File: src/rtl/afe_ctrl_defs.vh
// How it works
// - Positive and negative amplifier inputs each chosen by a 4-bit field at 0x02.
// - The common input is selectable on either side like any other input.
// - Any channel change ties amplifier inputs to mid-supply for two clock periods first.
// - A monitor code shorts both amplifier inputs together at mid-supply.
// - Monitor codes measure analog supply difference over four and digital supply over four.
// - A monitor code connects the die temperature sensor to the converter.
// - Burn-out current sources act on the inputs currently selected for conversion.
// - Gain field bits [2:0] at 0x03 decode to gains 1 through 128 in binary steps.
// - Amplifier-enable code 00 powers down and bypasses; 01 enables the amplifier.
// - Enabled gain 64 or 128 runs the amplifier at 32 and scales digitally.
// - The four highest-numbered analog inputs may serve as general-purpose pins.
// - Bias voltage may be applied only to inputs zero to five and the common input.
// - Both excitation current sources route to any analog input pin.
// - Filter rejects both line frequencies at rate codes 0 to 2 and 4, 50 Hz alone at 3 and 5, 60 Hz alone at 6, neither above 6.
// - One output pin signals new data ready and shifts out data.
// - Continuous or single-shot conversion mode is selected by programming.
// - The system clock is the internal oscillator or the external clock pin.
// - A clock select bit in the data rate register picks the system clock.
`ifndef AFE_CTRL_DEFS_VH
`define AFE_CTRL_DEFS_VH

// Register offsets.
`define ADDR_CHAN_SEL 4'h2
`define ADDR_GAIN 4'h3
`define ADDR_RATE 4'h4
`define ADDR_EXC_ROUTE 4'h7
`define ADDR_MONITOR 4'h9
`define ADDR_BIAS 4'hD
`define ADDR_GPIO 4'hE

// Reset values.
`define RST_CHAN_SEL 8'h01
`define RST_GAIN 8'h00
`define RST_RATE 8'h04
`define RST_EXC_ROUTE 8'hFF
`define RST_MONITOR 8'h00
`define RST_BIAS 8'h00
`define RST_GPIO 8'h00

// Field positions.
`define POS_SEL_MSB 7
`define POS_SEL_LSB 4
`define NEG_SEL_MSB 3
`define NEG_SEL_LSB 0
`define GAIN_MSB 2
`define GAIN_LSB 0
`define AMP_EN_MSB 6
`define AMP_EN_LSB 5
`define RATE_MSB 3
`define RATE_LSB 0
`define RATE_CLK_SEL 6
`define RATE_SINGLE 5
`define MON_MSB 2
`define MON_LSB 0
`define MON_BURNOUT 3
`define BIAS_MSB 6
`define GPIO_EN_MSB 7
`define GPIO_EN_LSB 4
`define GPIO_OUT_MSB 3
`define GPIO_OUT_LSB 0

// Codes.
`define AMP_BYPASS 2'h0
`define GAIN_CODE_32 3'h5
`define MON_SHORT 3'h1
`define MON_TEMP 3'h2
`define MON_AVDD4 3'h3
`define MON_DVDD4 3'h4
`define RATE_16P6 4'h3
`define RATE_20 4'h4
`define RATE_50 4'h5
`define RATE_60 4'h6

// Serial command classes in bits [7:6] of the first byte.
`define CMD_RREG 2'h0
`define CMD_WREG 2'h1
`define CMD_RDATA 2'h2
`define CMD_START 2'h3

// Serial bit counts at which a frame phase ends.
`define BIT_CMD_END 5'h07
`define BIT_REG_END 5'h0F
`define BIT_DATA_END 5'h17

// Break-before-make length in system clock periods.
`define BRK_PERIODS 2'h2

// Result path.
`define RES_W 16
`define FIFO_DEPTH 16
`define FIFO_AW 4
`define RES_MAX 16'h7FFF
`define RES_MIN 16'h8000

`endif

File: src/rtl/afe_ctrl.v
`timescale 1ns/10ps
`include "afe_ctrl_defs.vh"
// Front-end configuration, serial register port and result path.
module afe_ctrl (
  // Clock and reset
  input wire clk_i,
  input wire rst_i,
  // Serial port pins
  input wire cs_n_i,
  input wire sclk_i,
  input wire din_i,
  output reg data_out_ready_pin_o,
  output reg dout_oe_n_o,
  // Conversion trigger pin and system clock sources
  input wire start_pin_i,
  input wire osc_clk_i,
  input wire ext_clk_i,
  // Modulator result stream
  input wire raw_valid_i,
  input wire [`RES_W-1:0] raw_result_i,
  output reg raw_ready_o,
  output reg conv_run_o,
  // Multiplexer controls
  output reg [3:0] positive_channel_sel_o,
  output reg [3:0] negative_channel_sel_o,
  output reg mid_supply_tie_o,
  output reg [2:0] monitor_sel_o,
  output reg burnout_en_o,
  // Amplifier controls
  output reg amp_powered_o,
  output reg amp_bypass_o,
  output reg [2:0] amp_analog_gain_o,
  // Excitation, bias and general-purpose pins
  output reg [3:0] exc1_route_o,
  output reg [3:0] exc2_route_o,
  output reg [6:0] sensor_bias_voltage_en_o,
  output reg [3:0] gpio_en_o,
  output reg [3:0] gpio_out_o,
  // Clock and filter status
  output reg ext_clk_sel_o,
  output reg reject_50_o,
  output reg reject_60_o
);

  // Analog gain code clamped to 32; remaining factor goes to digital shift.
  function [2:0] analog_gain;
    input [2:0] code;
    begin
      analog_gain = (code > `GAIN_CODE_32) ? `GAIN_CODE_32 : code;
    end
  endfunction

  // Scales a signed result by a power of two with saturation.
  function [`RES_W-1:0] scale_sat;
    input [`RES_W-1:0] val;
    input [1:0] sh;
    reg [`RES_W+1:0] wide;
    reg [`RES_W+1:0] ext;
    begin
      wide = {{2{val[`RES_W-1]}}, val};
      ext = wide << sh;
      if (ext[`RES_W+1:`RES_W-1] == 3'h0 || ext[`RES_W+1:`RES_W-1] == 3'h7)
        scale_sat = ext[`RES_W-1:0];
      else if (ext[`RES_W+1])
        scale_sat = `RES_MIN;
      else
        scale_sat = `RES_MAX;
    end
  endfunction

  // Register file.
  reg [7:0] chan_sel_ff;
  reg [7:0] gain_ff;
  reg [7:0] rate_ff;
  reg [7:0] exc_route_ff;
  reg [7:0] monitor_ff;
  reg [7:0] bias_ff;
  reg [7:0] gpio_ff;

  // Synchronisers for pins and clocks from outside.
  reg [1:0] cs_sync_ff;
  reg [1:0] sclk_sync_ff;
  reg [1:0] din_sync_ff;
  reg [1:0] start_sync_ff;
  reg [1:0] osc_sync_ff;
  reg [1:0] ext_sync_ff;
  reg sclk_d_ff;
  reg start_d_ff;
  reg sys_d_ff;

  // Serial engine state.
  reg [4:0] bit_cnt_ff;
  reg [7:0] rx_ff;
  reg [7:0] cmd_ff;
  reg [15:0] tx_ff;
  reg tx_act_ff;
  reg start_cmd_ff;

  // Break-before-make state.
  reg brk_ff;
  reg [1:0] brk_cnt_ff;

  // Result path.
  wire fifo_in_ready;
  wire fifo_out_valid;
  wire [`RES_W-1:0] fifo_out_data;
  reg fifo_pop;
  wire push;
  wire [`RES_W-1:0] scaled;
  wire sclk_rise;
  wire sclk_fall;
  wire start_rise;
  wire sys_sel;
  wire sys_rise;
  wire [7:0] byte_in;
  reg [7:0] rd_val;
  wire [2:0] dig_shift;
  wire [7:0] chan_rst;

  // Reset image of the channel register, split into its two select fields.
  assign chan_rst = `RST_CHAN_SEL;

  assign sclk_rise = sclk_sync_ff[1] & ~sclk_d_ff;
  assign sclk_fall = ~sclk_sync_ff[1] & sclk_d_ff;
  assign start_rise = start_sync_ff[1] & ~start_d_ff;
  assign byte_in = {rx_ff[6:0], din_sync_ff[1]};

  // The selected system clock paces the break interval.
  assign sys_sel = rate_ff[`RATE_CLK_SEL] ? ext_sync_ff[1] : osc_sync_ff[1];
  assign sys_rise = sys_sel & ~sys_d_ff;

  // Results take the digital part of gain 64 and 128 only with the amplifier on.
  assign dig_shift = gain_ff[`GAIN_MSB:`GAIN_LSB] - analog_gain(gain_ff[`GAIN_MSB:`GAIN_LSB]);
  assign scaled = (gain_ff[`AMP_EN_MSB:`AMP_EN_LSB] == `AMP_BYPASS) ? raw_result_i :
    scale_sat(raw_result_i, dig_shift[1:0]);
  assign push = raw_valid_i & conv_run_o;

  // Read multiplexer; unmapped addresses read as zero.
  always @*
  begin
    case (byte_in[3:0])
      `ADDR_CHAN_SEL: rd_val = chan_sel_ff;
      `ADDR_GAIN: rd_val = gain_ff;
      `ADDR_RATE: rd_val = rate_ff;
      `ADDR_EXC_ROUTE: rd_val = exc_route_ff;
      `ADDR_MONITOR: rd_val = monitor_ff;
      `ADDR_BIAS: rd_val = bias_ff;
      `ADDR_GPIO: rd_val = gpio_ff;
      default: rd_val = 8'h00;
    endcase
  end

  // Two-stage synchronisers and edge history.
  always @(posedge clk_i)
  begin
    if (rst_i)
    begin
      cs_sync_ff <= 2'h3;
      sclk_sync_ff <= 2'h0;
      din_sync_ff <= 2'h0;
      start_sync_ff <= 2'h0;
      osc_sync_ff <= 2'h0;
      ext_sync_ff <= 2'h0;
      sclk_d_ff <= 1'b0;
      start_d_ff <= 1'b0;
      sys_d_ff <= 1'b0;
    end
    else
    begin
      cs_sync_ff <= {cs_sync_ff[0], cs_n_i};
      sclk_sync_ff <= {sclk_sync_ff[0], sclk_i};
      din_sync_ff <= {din_sync_ff[0], din_i};
      start_sync_ff <= {start_sync_ff[0], start_pin_i};
      osc_sync_ff <= {osc_sync_ff[0], osc_clk_i};
      ext_sync_ff <= {ext_sync_ff[0], ext_clk_i};
      sclk_d_ff <= sclk_sync_ff[1];
      start_d_ff <= start_sync_ff[1];
      sys_d_ff <= sys_sel;
    end
  end

  // Serial engine: sample on falling edge, shift out on rising edge.
  always @(posedge clk_i)
  begin
    fifo_pop <= 1'b0;
    if (rst_i)
    begin
      bit_cnt_ff <= 5'h00;
      rx_ff <= 8'h00;
      cmd_ff <= 8'h00;
      tx_ff <= 16'h0000;
      tx_act_ff <= 1'b0;
      start_cmd_ff <= 1'b0;
      chan_sel_ff <= `RST_CHAN_SEL;
      gain_ff <= `RST_GAIN;
      rate_ff <= `RST_RATE;
      exc_route_ff <= `RST_EXC_ROUTE;
      monitor_ff <= `RST_MONITOR;
      bias_ff <= `RST_BIAS;
      gpio_ff <= `RST_GPIO;
      fifo_pop <= 1'b0;
    end
    else if (cs_sync_ff[1])
    begin
      // A deselected port restarts its framing.
      bit_cnt_ff <= 5'h00;
      tx_act_ff <= 1'b0;
      start_cmd_ff <= 1'b0;
    end
    else
    begin
      // Chip select held low keeps byte framing running from reset.
      start_cmd_ff <= 1'b0;
      if (sclk_rise && tx_act_ff)
        tx_ff <= {tx_ff[14:0], 1'b0};
      if (sclk_fall)
      begin
        rx_ff <= byte_in;
        bit_cnt_ff <= bit_cnt_ff + 1'b1;
        if (bit_cnt_ff == `BIT_CMD_END)
        begin
          cmd_ff <= byte_in;
          case (byte_in[7:6])
            `CMD_RREG:
            begin
              tx_ff <= {rd_val, 8'h00};
              tx_act_ff <= 1'b1;
            end
            `CMD_RDATA:
            begin
              tx_ff <= fifo_out_valid ? fifo_out_data : 16'h0000;
              tx_act_ff <= 1'b1;
              fifo_pop <= fifo_out_valid;
            end
            `CMD_START:
            begin
              start_cmd_ff <= 1'b1;
              bit_cnt_ff <= 5'h00;
            end
            default:
            begin
              tx_act_ff <= 1'b0;
            end
          endcase
        end
        else if (bit_cnt_ff == `BIT_REG_END && cmd_ff[7:6] != `CMD_RDATA)
        begin
          bit_cnt_ff <= 5'h00;
          tx_act_ff <= 1'b0;
          if (cmd_ff[7:6] == `CMD_WREG)
          begin
            case (cmd_ff[3:0])
              `ADDR_CHAN_SEL: chan_sel_ff <= byte_in;
              `ADDR_GAIN: gain_ff <= byte_in;
              `ADDR_RATE: rate_ff <= byte_in;
              `ADDR_EXC_ROUTE: exc_route_ff <= byte_in;
              `ADDR_MONITOR: monitor_ff <= byte_in;
              `ADDR_BIAS: bias_ff <= {1'b0, byte_in[`BIAS_MSB:0]};
              `ADDR_GPIO: gpio_ff <= byte_in;
              default: cmd_ff <= cmd_ff;
            endcase
          end
        end
        else if (bit_cnt_ff == `BIT_DATA_END)
        begin
          bit_cnt_ff <= 5'h00;
          tx_act_ff <= 1'b0;
        end
      end
    end
  end

  // Shared output pin: ready flag between transfers, data during them.
  always @(posedge clk_i)
  begin
    if (rst_i)
    begin
      data_out_ready_pin_o <= 1'b1;
      dout_oe_n_o <= 1'b1;
    end
    else
    begin
      dout_oe_n_o <= cs_sync_ff[1];
      if (tx_act_ff)
        data_out_ready_pin_o <= tx_ff[15];
      else
        data_out_ready_pin_o <= ~fifo_out_valid;
    end
  end

  // Break-before-make: hold mid-supply for two selected-clock periods.
  always @(posedge clk_i)
  begin
    if (rst_i)
    begin
      brk_ff <= 1'b0;
      brk_cnt_ff <= 2'h0;
      positive_channel_sel_o <= chan_rst[`POS_SEL_MSB:`POS_SEL_LSB];
      negative_channel_sel_o <= chan_rst[`NEG_SEL_MSB:`NEG_SEL_LSB];
      mid_supply_tie_o <= 1'b0;
    end
    else if (chan_sel_ff != {positive_channel_sel_o, negative_channel_sel_o} && !brk_ff)
    begin
      brk_ff <= 1'b1;
      brk_cnt_ff <= 2'h0;
      mid_supply_tie_o <= 1'b1;
    end
    else if (brk_ff && sys_rise)
    begin
      if (brk_cnt_ff == `BRK_PERIODS - 1'b1)
      begin
        brk_ff <= 1'b0;
        mid_supply_tie_o <= 1'b0;
        positive_channel_sel_o <= chan_sel_ff[`POS_SEL_MSB:`POS_SEL_LSB];
        negative_channel_sel_o <= chan_sel_ff[`NEG_SEL_MSB:`NEG_SEL_LSB];
      end
      else
        brk_cnt_ff <= brk_cnt_ff + 1'b1;
    end
  end

  // Static configuration outputs.
  always @(posedge clk_i)
  begin
    if (rst_i)
    begin
      monitor_sel_o <= 3'h0;
      burnout_en_o <= 1'b0;
      amp_powered_o <= 1'b0;
      amp_bypass_o <= 1'b1;
      amp_analog_gain_o <= 3'h0;
      exc1_route_o <= 4'hF;
      exc2_route_o <= 4'hF;
      sensor_bias_voltage_en_o <= 7'h00;
      gpio_en_o <= 4'h0;
      gpio_out_o <= 4'h0;
      ext_clk_sel_o <= 1'b0;
      reject_50_o <= 1'b0;
      reject_60_o <= 1'b0;
    end
    else
    begin
      // Codes: short, temperature, analog supply / 4, digital supply / 4.
      monitor_sel_o <= monitor_ff[`MON_MSB:`MON_LSB];
      burnout_en_o <= monitor_ff[`MON_BURNOUT];
      // Only code 00 bypasses; reserved codes are never written by the host.
      amp_powered_o <= gain_ff[`AMP_EN_MSB:`AMP_EN_LSB] != `AMP_BYPASS;
      amp_bypass_o <= gain_ff[`AMP_EN_MSB:`AMP_EN_LSB] == `AMP_BYPASS;
      amp_analog_gain_o <= analog_gain(gain_ff[`GAIN_MSB:`GAIN_LSB]);
      exc1_route_o <= exc_route_ff[3:0];
      exc2_route_o <= exc_route_ff[7:4];
      sensor_bias_voltage_en_o <= bias_ff[`BIAS_MSB:0];
      gpio_en_o <= gpio_ff[`GPIO_EN_MSB:`GPIO_EN_LSB];
      gpio_out_o <= gpio_ff[`GPIO_OUT_MSB:`GPIO_OUT_LSB];
      ext_clk_sel_o <= rate_ff[`RATE_CLK_SEL];
      // Line rejection follows the programmed rate.
      reject_50_o <= rate_ff[`RATE_MSB:`RATE_LSB] <= `RATE_50;
      reject_60_o <= rate_ff[`RATE_MSB:`RATE_LSB] <= `RATE_20 &&
        rate_ff[`RATE_MSB:`RATE_LSB] != `RATE_16P6 ||
        rate_ff[`RATE_MSB:`RATE_LSB] == `RATE_60;
    end
  end

  // Conversion control: pin or command starts, single-shot stops after one result.
  always @(posedge clk_i)
  begin
    if (rst_i)
    begin
      conv_run_o <= 1'b0;
      raw_ready_o <= 1'b0;
    end
    else
    begin
      // Drop ready for a cycle after each accept so a late full flag loses no result.
      raw_ready_o <= fifo_in_ready & ~(push & raw_ready_o);
      if (start_rise || start_cmd_ff)
        conv_run_o <= 1'b1;
      else if (push && raw_ready_o && rate_ff[`RATE_SINGLE])
        conv_run_o <= 1'b0;
    end
  end

  // Result buffer between modulator and serial port.
  result_fifo #(
    .W(`RES_W),
    .D(`FIFO_DEPTH),
    .AW(`FIFO_AW)
  ) u_fifo (
    .clk_i(clk_i),
    .rst_i(rst_i),
    .in_valid_i(push & raw_ready_o),
    .in_ready_o(fifo_in_ready),
    .in_data_i(scaled),
    .out_valid_o(fifo_out_valid),
    .out_ready_i(fifo_pop),
    .out_data_o(fifo_out_data)
  );

endmodule

File: src/rtl/result_fifo.v
`timescale 1ns/10ps
// Synchronous FIFO with registered full and empty flags.
module result_fifo #(
  parameter W = 16,
  parameter D = 16,
  parameter AW = 4
) (
  // Clock and reset
  input wire clk_i,
  input wire rst_i,
  // Fill side
  input wire in_valid_i,
  output wire in_ready_o,
  input wire [W-1:0] in_data_i,
  // Drain side
  output wire out_valid_o,
  input wire out_ready_i,
  output wire [W-1:0] out_data_o
);

  reg [W-1:0] mem [0:D-1];
  reg [AW-1:0] wr_ptr_ff;
  reg [AW-1:0] rd_ptr_ff;
  reg [AW:0] count_ff;
  reg full_ff;
  reg empty_ff;
  wire push;
  wire pop;
  reg [AW:0] nxt_count;

  // Handshakes on both sides.
  assign push = in_valid_i & ~full_ff;
  assign pop = out_ready_i & ~empty_ff;
  assign in_ready_o = ~full_ff;
  assign out_valid_o = ~empty_ff;
  assign out_data_o = mem[rd_ptr_ff];

  // Next fill level.
  always @*
  begin
    nxt_count = count_ff;
    if (push && !pop)
      nxt_count = count_ff + 1'b1;
    else if (pop && !push)
      nxt_count = count_ff - 1'b1;
  end

  // Storage write.
  always @(posedge clk_i)
  begin
    if (push)
      mem[wr_ptr_ff] <= in_data_i;
  end

  // Pointers and flags.
  always @(posedge clk_i)
  begin
    if (rst_i)
    begin
      wr_ptr_ff <= {AW{1'b0}};
      rd_ptr_ff <= {AW{1'b0}};
      count_ff <= {(AW+1){1'b0}};
      full_ff <= 1'b0;
      empty_ff <= 1'b1;
    end
    else
    begin
      if (push)
        wr_ptr_ff <= (wr_ptr_ff == D - 1) ? {AW{1'b0}} : wr_ptr_ff + 1'b1;
      if (pop)
        rd_ptr_ff <= (rd_ptr_ff == D - 1) ? {AW{1'b0}} : rd_ptr_ff + 1'b1;
      count_ff <= nxt_count;
      full_ff <= (nxt_count == D);
      empty_ff <= (nxt_count == {(AW+1){1'b0}});
    end
  end

endmodule

File: config.mk
export PLATFORM = sky130hd
export DESIGN_NAME = afe_ctrl
export DESIGN_NICKNAME = d
export VERILOG_FILES = /design/src/rtl/afe_ctrl.v /design/src/rtl/result_fifo.v
export VERILOG_INCLUDE_DIRS = /design/src /design/src/rtl
export SDC_FILE = /design/constraint.sdc
export NUM_CORES = 1
export LEC_CHECK = 0
export ABC_AREA = 1
export BUFFER_PORTS_ARGS = -buffer_cell sky130_fd_sc_hd__buf_2
export CORE_ASPECT_RATIO = 1.75
export CORE_UTILIZATION = 30
export DETAILED_ROUTE_END_ITERATION = 12
export GPL_TIMING_DRIVEN = 0
export SLEW_MARGIN = 20
export SYNTH_ARGS = -nofsm -noshare
export SYNTH_HDL_FRONTEND = slang
export SYNTH_SLANG_ARGS = --single-unit
File: constraint.sdc
create_clock -name clk_i -period 6.05 [get_ports clk_i]
set_input_delay 0.3025 -clock clk_i [delete_from_list [all_inputs] [get_ports clk_i]]
set_output_delay 0.3025 -clock clk_i [all_outputs]
set_load 0.02 [all_outputs]
# Word level (Yosys, flattened, before mapping)
# Memory sizes are Yosys's and may differ from the RTL's. A register that Yosys moved wholly into a read port is not among the register bits.
# Cells that the tools add are included.
[classes] n_shift=1 bitwise=22 mul=0 n_div=0 addsub=7 order_cmp=3 n_mux=34 n_reduce_logical=42 n_eq_ne=30
[op_table] cell="$mux W16" n=7
[op_table] cell="$pmux W8 S7" n=1
[op_table] cell="$reduce_and A6 Y1" n=7
[op_table] cell="$eq A4 B4 Y1 const B" n=8
[op_table] cell="$pmux W16 S2" n=1
[op_table] cell="$mux W5" n=6
[op_table] cell="$eq A4 B3 Y1 const B" n=5
[op_table] cell="$shl A18 B2 Y18" n=1
[op_table] cell="$eq A4 B2 Y1 const B" n=4
[op_table] cell="$mux W4" n=4
[op_table] cell="$mux W1" n=13
[op_table] cell="$not A1 Y1" n=13
[op_table] cell="$add A5 B1 Y5 const B" n=2
[op_table] cell="$eq A5 B5 Y1 const B" n=2
[op_table] cell="$and A1 B1 Y1" n=9
[op_table] cell="$logic_and A1 B1 Y1" n=9
[op_table] cell="$reduce_and A3 Y1" n=3
[op_table] cell="$add A4 B1 Y4 const B" n=2
[op_table] cell="$le A4 B3 Y1 const B" n=2
[op_table] cell="$ne A8 B8 Y1" n=1
[op_table] cell="$reduce_bool A2 Y1" n=4
[op_table] cell="$reduce_and A2 Y1" n=3
[op_table] cell="$reduce_or A2 Y1" n=3
[op_table] cell="$eq A5 B3 Y1 const B" n=1
[op_table] cell="20 further kinds" n=28
[totals] rom_bits=0 mem_bits_rw=256 wordCells=189 in_bits=25 n_memories=1 register_bits=174 out_inout_bits=48 latch_bits=0
[memory_table] memory="u_fifo.mem" depth=16 word_bits=16 rd=1 rd_ports_with_merged_regs=1 write_ports=1 line="result_fifo.v:21" text="reg [W-1:0] mem [0:D-1];"

# Depth between registers and ports, before layout
# Gate-level depths: netlist (run 1).
[depth] ltp_word=8 mapped_depth=12 ltp_nobuf=12

# Hierarchy
# A second synthesis (run 1) with hierarchy kept.
[hier_totals] hier_cells=1861 area_unflattened_um2=18091.1
[modules_own_cells] module="result_fifo" n_inst=1 area_per_inst_um2=11041.8 seq_area_each_um2=8067.7 cells_per_inst=892
[modules_own_cells] module="afe_ctrl" n_inst=1 area_per_inst_um2=7049.3 seq_area_each_um2=3143.0 cells_per_inst=969

# Worst setup path before layout (run 1)
# Ideal clock, no wire load.
[synth_path] path_kind="reg-to-reg" startpoint="register conv_run_o" endpoint="memory u_fifo.mem[11][0] (enable)" slack_ns=3.949 synth_period_minus_slack_ns=2.101 path_stages_with_launch=5 path_buffers=0 setup_ns=0.388 t_arrival_ns=1.713 required_time_ns=5.662 cell_sequence="dfxtp_1 nand4_1 nor2_1 nand2_1 nor2_1"
[synth_between] elab_chain_len=5
[synth_lines] element="start: declaration" line="afe_ctrl.v:22" text="output reg conv_run_o,"
[synth_lines] element="start signal: assignment" line="afe_ctrl.v:369" text="conv_run_o <= 1'b0;"
[synth_lines] element="start signal: assignment" line="afe_ctrl.v:377" text="conv_run_o <= 1'b1;"
[synth_lines] element="start signal: assignment" line="afe_ctrl.v:379" text="conv_run_o <= 1'b0;"
[synth_lines] element="$and A1 B1 Y1" line="afe_ctrl.v:136" text="assign push = raw_valid_i & conv_run_o;"
[synth_lines] element="$and A1 B1 Y1" line="afe_ctrl.v:391" text=".in_valid_i(push & raw_ready_o),"
[synth_lines] element="$and A1 B1 Y1" line="result_fifo.v:32" text="assign push = in_valid_i & ~full_ff;"
[synth_lines] element="$mux W1" line="result_fifo.v:51" text="if (push)"
[synth_lines] element="$mux W1 (not written as such)" line="result_fifo.v:52" text="mem[wr_ptr_ff] <= in_data_i;"
[synth_lines] element="end: declaration" line="result_fifo.v:21"
# Every way passes these cells.

# Worst setup path after layout (run 1)
[layout_path] startpoint="register gain_ff[2]" endpoint="memory u_fifo.mem[13][6], data pin"
[layout_between] elab_chain_len=8 word_cells_on_any_way=10 cone_classes="add/sub: 1; order compare: 1; eq/ne: 1; shift: 1; mux: 4; reduce/logical: 2"
[layout_lines] element="start: declaration" line="afe_ctrl.v:73" text="reg [7:0] gain_ff;"
[layout_lines] element="start signal: assignment" line="afe_ctrl.v:195" text="gain_ff <= `RST_GAIN;"
[layout_lines] element="start signal: assignment" line="afe_ctrl.v:254" text="`ADDR_GAIN: gain_ff <= byte_in;"
[layout_lines] element="$gt A3 B3 Y1 (no line) *"
[layout_lines] element="$mux W3 *"
[layout_lines] element="$sub A2 B2 Y2 *" line="afe_ctrl.v:133" text="assign dig_shift = gain_ff[`GAIN_MSB:`GAIN_LSB] - analog_gain(gain_ff[`GAIN_MSB:`GAIN_LSB]);"
[layout_lines] element="$shl A18 B2 Y18 *" line="afe_ctrl.v:61" text="ext = wide << sh;"
[layout_lines] element="$eq A3 B3 Y1 / $logic_not A3 Y1 (equally long branches)" line="afe_ctrl.v:62" text="if (ext[`RES_W+1:`RES_W-1] == 3'h0 || ext[`RES_W+1:`RES_W-1] == 3'h7)"
[layout_lines] element="$logic_or A1 B1 Y1" line="afe_ctrl.v:62"
[layout_lines] element="$mux W16 *" line="afe_ctrl.v:62"
[layout_lines] element="$mux W16 *" line="afe_ctrl.v:134" text="assign scaled = (gain_ff[`AMP_EN_MSB:`AMP_EN_LSB] == `AMP_BYPASS) ? raw_result_i :"
[layout_lines] element="net scaled[6]" line="afe_ctrl.v:109" text="wire [`RES_W-1:0] scaled;"
# The timed path passes the listed nets; every way through them passes the cells marked *.

==> impl_metrics.toml, run 1 <==
[clocking]
cts_root_buffer = "clkbuf_16"
cts_tree = "built"
clkLatencyLatePin_ps = 560
cts_buffer_depth = 3
post_cts_resized = 0
cts_made_buffers = 38
htreeDepth = 2
cts_setup_buffers = 0
path_clk_slew_ps = 70
cts_num_sinks = 432

[yosys]
avgSynthCellArea_sq_um = 9.52
seq_area_frac_synth_pct = 61.8
synth_cell_types = 44
syn_nets = 1943
synthCells = 1908
synth_ff_type = "edfxtp_1"
ys_warn_count = 0
synth_area_sq_um = 18200
synthArstFlopShare_pct = 0
synth_edf_count = 256
ys_seq_elements = 432

[min_path]
hold_path_class = "input pin to flop"

[timing]
slew_headroom_pct = 30.1
drv_slew = 0
tns_ps = 0
setup_violations = 0
grt_setup_unrepaired = "false"
finalCritPeriodShare_pct = 46.0
finClkSkew_ps = 33.6
worstMarginPinSlew_ps = 1050
max_clock_freq_mhz = 359
fin_crit_ps = 2790
hold_violations = 0

[power_and_ir_drop]
p_seq_share_pct = 54.6
powerDensity_nw_per_um2 = 271
leakage_uw = 0.00791
p_clk_share_pct = 42.5
comb_power_share_pct = 2.9
p_sw_share_pct = 21.6
p_int_uw = 4480
vdd_drop_max_uv = 253
p_sw_uw = 1240

[setup_path]
worstPathCellList = "nand2_4 -> nor2_4 -> nand2_1 -> nand2_1 -> nand3_1 -> nand3_2 -> buf_8 -> nand3_2 -> a21oi_2"
critPathSlowestCell = "a21oi_2"
critPathKind = "flop to flop"
critical-path-top-delay-family = "simple AND/OR/NAND/NOR gates"
slowest_delay_ps = 790
path_max_fanout = 16
arrival_ps = 2970
cp-start-kind = "flop"
crit_required_ps = 6230
endpoint_kind = "flop"
crit_buf_inv = 1

[route]
vias = 14200
ant_nets = 0
first_iter_violations = 913
post_drt_via_cell_ratio = 4.97
wl_per_cell_um = 20.8
route.detailed.drc = 0
finalWirelength_mm = 59.3
drtPass1Iterations = 5

[global_route]
track_usage_pct = 19.1
grt_pass1_vias = 14100
grt_overflow_total = 0
antenna_found_initial = 0
grt_max_degree = 18
grt_first_pass_wirelength_mm = 86.8

[die]
die_w_um = 188
core.rowCount = 119
ios = 73
die_h_um = 327
die_area_sq_um = 61500
coreArea_sq_um = 60000
initial_utilization_pct = 30.3

[flow_run]
cap_violations = 0

[place]
gp_congestion = 0.988
dp_hpwl_mm = 44.2
dpl_cell_area_sq_um = 19800
port_buffers = 71

[layout]
fillers = 6027
antenna_cells = 0
drive_gt1_share_pct = 13.5
layout_common_cells = "nand2_1 (396), edfxtp_1 (256), nor2_1 (191), nand3_1 (184), dfxtp_1 (176)"
layout_commonest_cell = "nand2_1"
fin_area_sq_um = 21100
synthToLayoutAreaGrowth_pct = 16.0
final_net_count = 2074

[run_status]
outcome = "finished, final reports clean"
==> per-stage QoR <==
| stage | power (uW) | hold slack [ps] | util [%] | cells | worst slack [ps] |
|---|---|---|---|---|---|
| 2_1_floorplan | 3270 | 388 | - | 1908 | 3950 |
| 3_3_place_gp | 3350 | 397 | 32.5 | 2765 | 2640 |
| 3_5_place_dp | 3350 | 394 | 33.0 | 2779 | 3310 |
| 4_1_cts | 5740 | 193 | 35.1 | 2854 | 3280 |
| 5_1_grt | 5850 | 210 | 35.1 | 2854 | 3140 |
| 6_report | 5720 | 193 | 35.1 | 2854 | 3260 |
==> synth_stat cells (9+ instances only) <==
master	number	share of area, %
nand2_1	396	8.2
edfxtp_1	256	42
nor2_1	207	4.3
nand3_1	184	5.1
dfxtp_1	176	19
o21ai_0	152	4.2
inv_1	143	3.0
a21oi_1	99	2.7
clkbuf_1	55	1.1
o211ai_1	28	1.2
buf_2	25	0.69
or2_2	17	0.59
o22ai_1	15	0.52
inv_2	14	0.29
nand3_2	13	0.72
o21ai_1	13	0.36
nand4_1	11	0.38
o221ai_1	11	0.53
a21oi_2	10	0.48
ha_1	10	0.69
nor3_1	9	0.25
xor2_1	9	0.43
==> state kept, by name (all words and copies together), names as in the netlist, 5 cells and up, named ones only <==
signal and flops:
u_fifo.count_ff 5, cmd_ff 6, exc_route_ff 8, rate_ff 8, chan_sel_ff 8, rx_ff 7, bias_ff 7, u_fifo.mem 256
gain_ff 8, gpio_ff 8, monitor_ff 8, tx_ff 16, sensor_bias_voltage_en_o 7, bit_cnt_ff 5
==> power by group through the flow <==
stage	sequential (uW)	combinational (uW)	clock [uW]
finish	3130	164	2430
global route	3120	178	2550
CTS	3130	165	2450
detailed placement	3190	161	0
global placement	3190	154	0
floorplan	3190	82.9	0
==> layout make-up <==
type	instances	area (sq um)	area share [%]
Tap cell	786	983	4.67
Timing Repair Buffer	91	607	2.88
Inverter	158	593	2.82
Clock buffer	54	1130	5.39
Sequential cell	432	11200	53.2
Multi-Input combinational cell	1222	5990	28.4
Clock inverter	15	92.6	0.440
Buffer	96	453	2.15
==> what timing repair did <==
action,CTS,global route
hold endpoints to repair,6,0
endpoints found under the setup margin,0,0
hold buffers,6,0
==> final timing paths <==
check | start | end | slack (ps) | cells after the start
setup / recovery | gain_ff[2]$_SDFFE_PP0P_ | u_fifo.mem[13][6]$_DFFE_PP_ | 3260 | 9
hold / removal | raw_valid_i | raw_ready_o$_SDFF_PP0_ | 190 | 4
setup reg to reg | gain_ff[2]$_SDFFE_PP0P_ | u_fifo.mem[13][6]$_DFFE_PP_ | 3260 | 9
hold reg to reg | ext_sync_ff[0]$_SDFF_PP0_ | ext_sync_ff[1]$_SDFF_PP0_ | 400 | 2
==> layer usage <==
| layer | share of wire, % | GRT usage, % | vias up |
|---|---|---|---|
| met5 | 0 | 0 | - |
| met4 | 9.6 | 16.9 | 0 |
| met3 | 4.0 | 2.13 | 197 |
| met2 | 54 | 36.8 | 506 |
| met1 | 33 | 17.4 | 6777 |
| li1 | - | - | 6717 |
==> tightest hold or removal path, delay by kind of cell <==
family / cells / cell delay (ps)
and+or+nand+nor: 2 / 260
buffers and inverters: 2 / 130
==> logic make-up (layout without fill, tap and decap cells) <==
logic type	count (synthesis)	in the layout	share of synthesized area (%)
adder cells (fa/ha/maj)	10	10	0.689
AO/OA/AOI/OAI	335	335	10.3
AND/OR/NAND/NOR	866	866	21.0
XOR/XNOR	11	11	0.531
buffers and inverters	254	414	5.76
flip-flops	432	432	61.8
No activity file was read; power rests on OpenSTA's default activity.
==> inputs of run 2 (changes only) <==
==> constraint.sdc (replaced) <==
create_clock -name clk_i -period 2.4 [get_ports clk_i]
set_input_delay 0.12 -clock clk_i [delete_from_list [all_inputs] [get_ports clk_i]]
set_output_delay 0.12 -clock clk_i [all_outputs]
set_load 0.02 [all_outputs]
==> run 2 against run 1 <==
The run now ends with negative setup slack left. Utilization is 0.51 points higher. Highest routed layer unchanged. Non-clock buffer count increased by 11. Cell count up 0.39%. Sequential cell count unchanged. Register-to-register slack got worse by 3300 ps. Count of clock-buffer cells in the layout stayed put. Power grew to 2.5 times the previous value. Setup slack worse by 3300 ps. Global-route usage grew 0.076 points.
==> impl_metrics.toml, run 2 (synthesis gave the netlist of run 1 again) <==
[layout]
antenna_cells = 0
finalNonFillerCells = 2865
reg_top3 = "u_fifo.mem x256, tx_ff x16"
synthToLayoutAreaGrowth_pct = 17.7
largest_register_ffs = 256
largest_register = "u_fifo.mem"
drive_gt1_share_pct = 14.8
layout_commonest_cell = "nand2_1"
fin_area_sq_um = 21400
layout_common_cells = "nand2_1 (396), edfxtp_1 (256), nor2_1 (189), nand3_1 (184), dfxtp_1 (173)"
final_net_count = 2085

[timing]
grt_setup_unrepaired = "false"
setup_violations = 2
max_clock_freq_mhz = 415
worstMarginPinSlew_ps = 904
layout_setup_ws_ps = -12.3
fin_crit_ps = 2410
finClkSkew_ps = 34.4
drv_slew = 0
finalCritPeriodShare_pct = 101
hold_violations = 0
slew_headroom_pct = 39.7

[route]
vias = 14300
finalWirelength_mm = 59.7
ant_nets = 0
first_iter_violations = 992
drtPass1Iterations = 5
post_drt_via_cell_ratio = 5.00
route.detailed.drc = 0
wl_per_cell_um = 20.8

[power_and_ir_drop]
vdd_drop_max_uv = 637
comb_power_share_pct = 3.2
p_seq_share_pct = 54.5
p_sw_share_pct = 21.6
p_clk_share_pct = 42.4
powerDensity_nw_per_um2 = 677
p_sw_uw = 3130
p_int_uw = 11300
leakage_uw = 0.00806

[clocking]
cts_root_buffer = "clkbuf_16"
htreeDepth = 2
cts_made_buffers = 38
clkLatencyLatePin_ps = 560
path_clk_slew_ps = 70
cts_tree = "built"
cts_buffer_depth = 3
cts_num_sinks = 432

[min_path]
hold_path_class = "input pin to flop"
min_from = "raw_valid_i"

[global_route]
antenna_found_initial = 0
use_met1_pct = 17.5
grt_first_pass_wirelength_mm = 87.2
busiest_layer = "met2"
gr-usage-met3_pct = 2.05
grt_pass1_vias = 14200
met2_usage_pct = 37.1
track_usage_pct = 19.2
grt_overflow_total = 0
grt_max_degree = 18

[die]
core.rowCount = 119
die_h_um = 327
die_area_sq_um = 61500
ios = 73
die_w_um = 188
initial_utilization_pct = 30.3
coreArea_sq_um = 60000

[place]
dpl_cell_area_sq_um = 19800
gp_congestion = 0.988
port_buffers = 71
dp_hpwl_mm = 44.2
dp_slack_ps = -338
place_inst = 2779

[setup_path]
crit_top_cell = "nand2_1"
crit_end = "tx_ff[3]$_SDFFE_PP0N_"
critPathKind = "flop to flop"
critPathSlowestCell = "clkbuf_1"
crit_required_ps = 2830
r2r_cells = 8
arrival_ps = 2840
ff2ff_setup_slack_ps = -10
slowest_delay_ps = 590
worstPathCellList = "clkbuf_1 -> inv_1 -> clkbuf_1 -> o211ai_1 -> nand3_1 -> nand2_1 -> nand2_1 -> nand2_1"
critical-path-top-delay-family = "buffers and inverters"
cp-start-kind = "flop"
r2r-end = "tx_ff[3]$_SDFFE_PP0N_"
crit_buf_inv = 3
endpoint_kind = "flop"
cp.depth = 8
path_max_fanout = 10

[run_status]
violations = "negative setup slack"
outcome = "finished, violations left"

[flow_run]
cap_violations = 0
-- run 2: changes by cell type in the layout (fill, tap and decap cells not counted), sizes merged --
cell	change
buf	+10
clkbuf	+1
-- run 2: power groups by stage --
stage	clock network [uW]	logic, uW	registers (uW)
after floorplan	0	209	8050
after global placement	0	388	8040
after detailed placement	0	406	8040
after CTS	6180	446	7880
after global routing	6420	494	7880
final	6130	457	7880
-- run 2: stage by stage --
step | utilization, % | hold slack, ps | TNS (ps) | power [uW]
2_1_floorplan | - | 224 | 0 | 8250
3_3_place_gp | 32.5 | 314 | -191010 | 8430
3_5_place_dp | 33.0 | 314 | -35460 | 8450
6_report | 35.6 | 13.2 | -13.4 | 14500
5_1_grt | 35.6 | 27.3 | 0 | 14800
4_1_cts | 35.4 | 10.6 | 0 | 14500
-- run 2: how the worst min path moves through the flow --
stage | end | depth (start not counted)
final | raw_ready_o$_SDFF_PP0_ | 4
after global routing | raw_ready_o$_SDFF_PP0_ | 4
after CTS | raw_ready_o$_SDFF_PP0_ | 4
after detailed placement | cs_sync_ff[0]$_SDFF_PP1_ | 2
after global placement | cs_sync_ff[0]$_SDFF_PP1_ | 2
after floorplan | cs_sync_ff[0]$_SDFF_PP1_ | 1
-- run 2: area by class of cell --
type	instances	area (sq um)
Buffer	96	469
Clock buffer	54	1130
Clock inverter	15	92.6
Fill cell	5998	38600
Inverter	158	593
Multi-Input combinational cell	1222	6100
Sequential cell	432	11200
Tap cell	786	983
Timing Repair Buffer	102	777
-- run 2: timing repair --
action / CTS / global route
gates resized for setup: 15 / 25
endpoints found under the hold margin: 6 / 0
endpoints found under the setup margin: 184 / 251
buffers inserted: 5 / 6
hold buffers: 6 / 0
pin swaps: 0 / 6
-- run 2: routing by layer --
layer | vias up | share of wire [%]
li1 | 6741 | -
met1 | 6850 | 32
met2 | 535 | 54
met3 | 187 | 4.4
met4 | 0 | 9.3
met5 | - | 0
-- run 2: worst register-to-register path, delay by kind of cell (launching register included) --
family / cells / cell delay (ps)
simple gates: 4 / 380
flops: 1 / 300
compound gates: 1 / 510
buf+inv: 3 / 1090
==> inputs of run 3 (changes only) <==
--- a/config.mk
+++ b/config.mk
@@ -12,6 +12,7 @@
 export CORE_UTILIZATION = 30
 export DETAILED_ROUTE_END_ITERATION = 12
 export GPL_TIMING_DRIVEN = 0
+export SETUP_SLACK_MARGIN = 0.1
 export SLEW_MARGIN = 20
 export SYNTH_ARGS = -nofsm -noshare
 export SYNTH_HDL_FRONTEND = slang
==> run 3 against run 2 <==
The flow now finishes without violations. Via count fell by 0.53%. Utilization rose by 0.14 points. Register-to-register slack improved by 130 ps. Critical path depth did not move. Count of clock-buffer cells in the layout did not move. Global-route usage barely moved. First-iteration DRC count fell by 7.0%. Routed wire length fell by 0.11%. Sequential power barely moved. Largest cell class unchanged. Largest power group unchanged.
==> impl_metrics.toml, run 3 (synthesis gave the netlist of run 1 again) <==
[run_status]
outcome = "finished, final reports clean"

[global_route]
grt_max_degree = 18
grt_pass1_vias = 14200
antenna_found_initial = 0
track_usage_pct = 19.2
grt_overflow_total = 0
grt_first_pass_wirelength_mm = 87.3

[timing]
max_clock_freq_mhz = 439
worstMarginPinSlew_ps = 892
fin_crit_ps = 2280
setup_violations = 0
drv_slew = 0
finClkSkew_ps = 34.2
hold_violations = 0
slew_headroom_pct = 40.5
tns_ps = 0
grt_setup_unrepaired = "true"
finalCritPeriodShare_pct = 94.9

[route]
ant_nets = 0
first_iter_violations = 923
finalWirelength_mm = 59.7
vias = 14200
wl_per_cell_um = 20.8
post_drt_via_cell_ratio = 4.96
route.detailed.drc = 0
drtPass1Iterations = 5

[place]
port_buffers = 71
gp_congestion = 0.988
dp_hpwl_mm = 44.2
dpl_cell_area_sq_um = 19800
place_inst = 2779

[flow_run]
cap_violations = 0

[die]
ios = 73
coreArea_sq_um = 60000
initial_utilization_pct = 30.3
die_h_um = 327
die_w_um = 188
die_area_sq_um = 61500
core.rowCount = 119

[layout]
reg_top3 = "u_fifo.mem x256, tx_ff x16"
fin_area_sq_um = 21500
drive_gt1_share_pct = 15.3
largest_register = "u_fifo.mem"
finalNonFillerCells = 2869
final_net_count = 2089
antenna_cells = 0
layout_common_cells = "nand2_1 (395), edfxtp_1 (256), nor2_1 (188), nand3_1 (184), dfxtp_1 (171)"
fillers = 5992
layout_commonest_cell = "nand2_1"
synthToLayoutAreaGrowth_pct = 18.2
largest_register_ffs = 256
final_util_pct = 35.8

[clocking]
cts_tree = "built"
clkLatencyLatePin_ps = 560
cts_num_sinks = 432
htreeDepth = 2
cts_buffer_depth = 3
cts_root_buffer = "clkbuf_16"
path_clk_slew_ps = 70
cts_made_buffers = 38

[setup_path]
cp-start-kind = "flop"
endpoint_kind = "flop"
critPathKind = "flop to flop"
path_max_fanout = 10
crit_required_ps = 2880
arrival_ps = 2750

[min_path]
hold_path_class = "input pin to flop"

[power_and_ir_drop]
vdd_drop_max_uv = 639
leakage_uw = 0.00810
powerDensity_nw_per_um2 = 674
power.total_uw = 14500
run 3: cell count changes in the layout (fill, tap and decap cells not counted), sizes merged:
cell  delta
buf      +4
run 3: area by class of cell:
type                    count  area [sq um]  area share, %
well taps                 786           983           4.58
inverters                 158           593           2.76
repair buffers            106           820           3.82
plain buffers              96           483           2.25
multi-input cells        1222          6130           28.6
clock buffers              54          1130           5.29
flip-flops and latches    432         11200           52.3
clock inverters            15          92.6          0.432
run 3: through the flow:
stage               hold slack (ps)  setup slack, ps
detailed placement              314             -338
finish                         12.0              122
floorplan                       224              299
global route                   27.3             92.9
global placement                314            -1010
CTS                            10.6              100
run 3: timing repair:
action | CTS | global route
pin swaps | 9 | 9
gates resized for setup | 31 | 23
buffers inserted | 6 | 9
endpoints found under the setup margin | 216 | 242
hold buffers | 6 | 0
endpoints found under the hold margin | 6 | 0
gates cloned | 0 | 0
run 3: layer usage:
layer,share of wire [%],track usage [%]
met1,33,17.5
met2,54,37.2
met3,4.1,2.08
met4,9.3,16.6
met5,0,0
run 3: worst max-delay path, stage by stage, from the launching register on:
cell	delay, ps
dfxtp_2	440
buf_2	280
buf_2	340
o21ai_0	130
o211ai_1	590
nand3_1	130
nand2_1	130
nand2_1	60
nand2_1	60
run 3: worst paths after layout:
kind                                           startpoint                         to  slack (ps)  cells past startpoint
worst min register to register  ext_sync_ff[0]$_SDFF_PP0_  ext_sync_ff[1]$_SDFF_PP0_         400                      2
worst min-delay path                          raw_valid_i     raw_ready_o$_SDFF_PP0_          10                      4
worst max register to register                       flop      tx_ff[3]$_SDFFE_PP0N_         120                      8
worst max-delay path                                 flop      tx_ff[3]$_SDFFE_PP0N_         120                      8
run 3: report_power, final:
group | total, uW | switching (uW) | leakage (uW) | internal, uW
Combinational | 459 | 320 | 0.00376 | 139
Sequential | 7880 | 16.4 | 0.00373 | 7860
Clock | 6120 | 2790 | 0.000609 | 3330
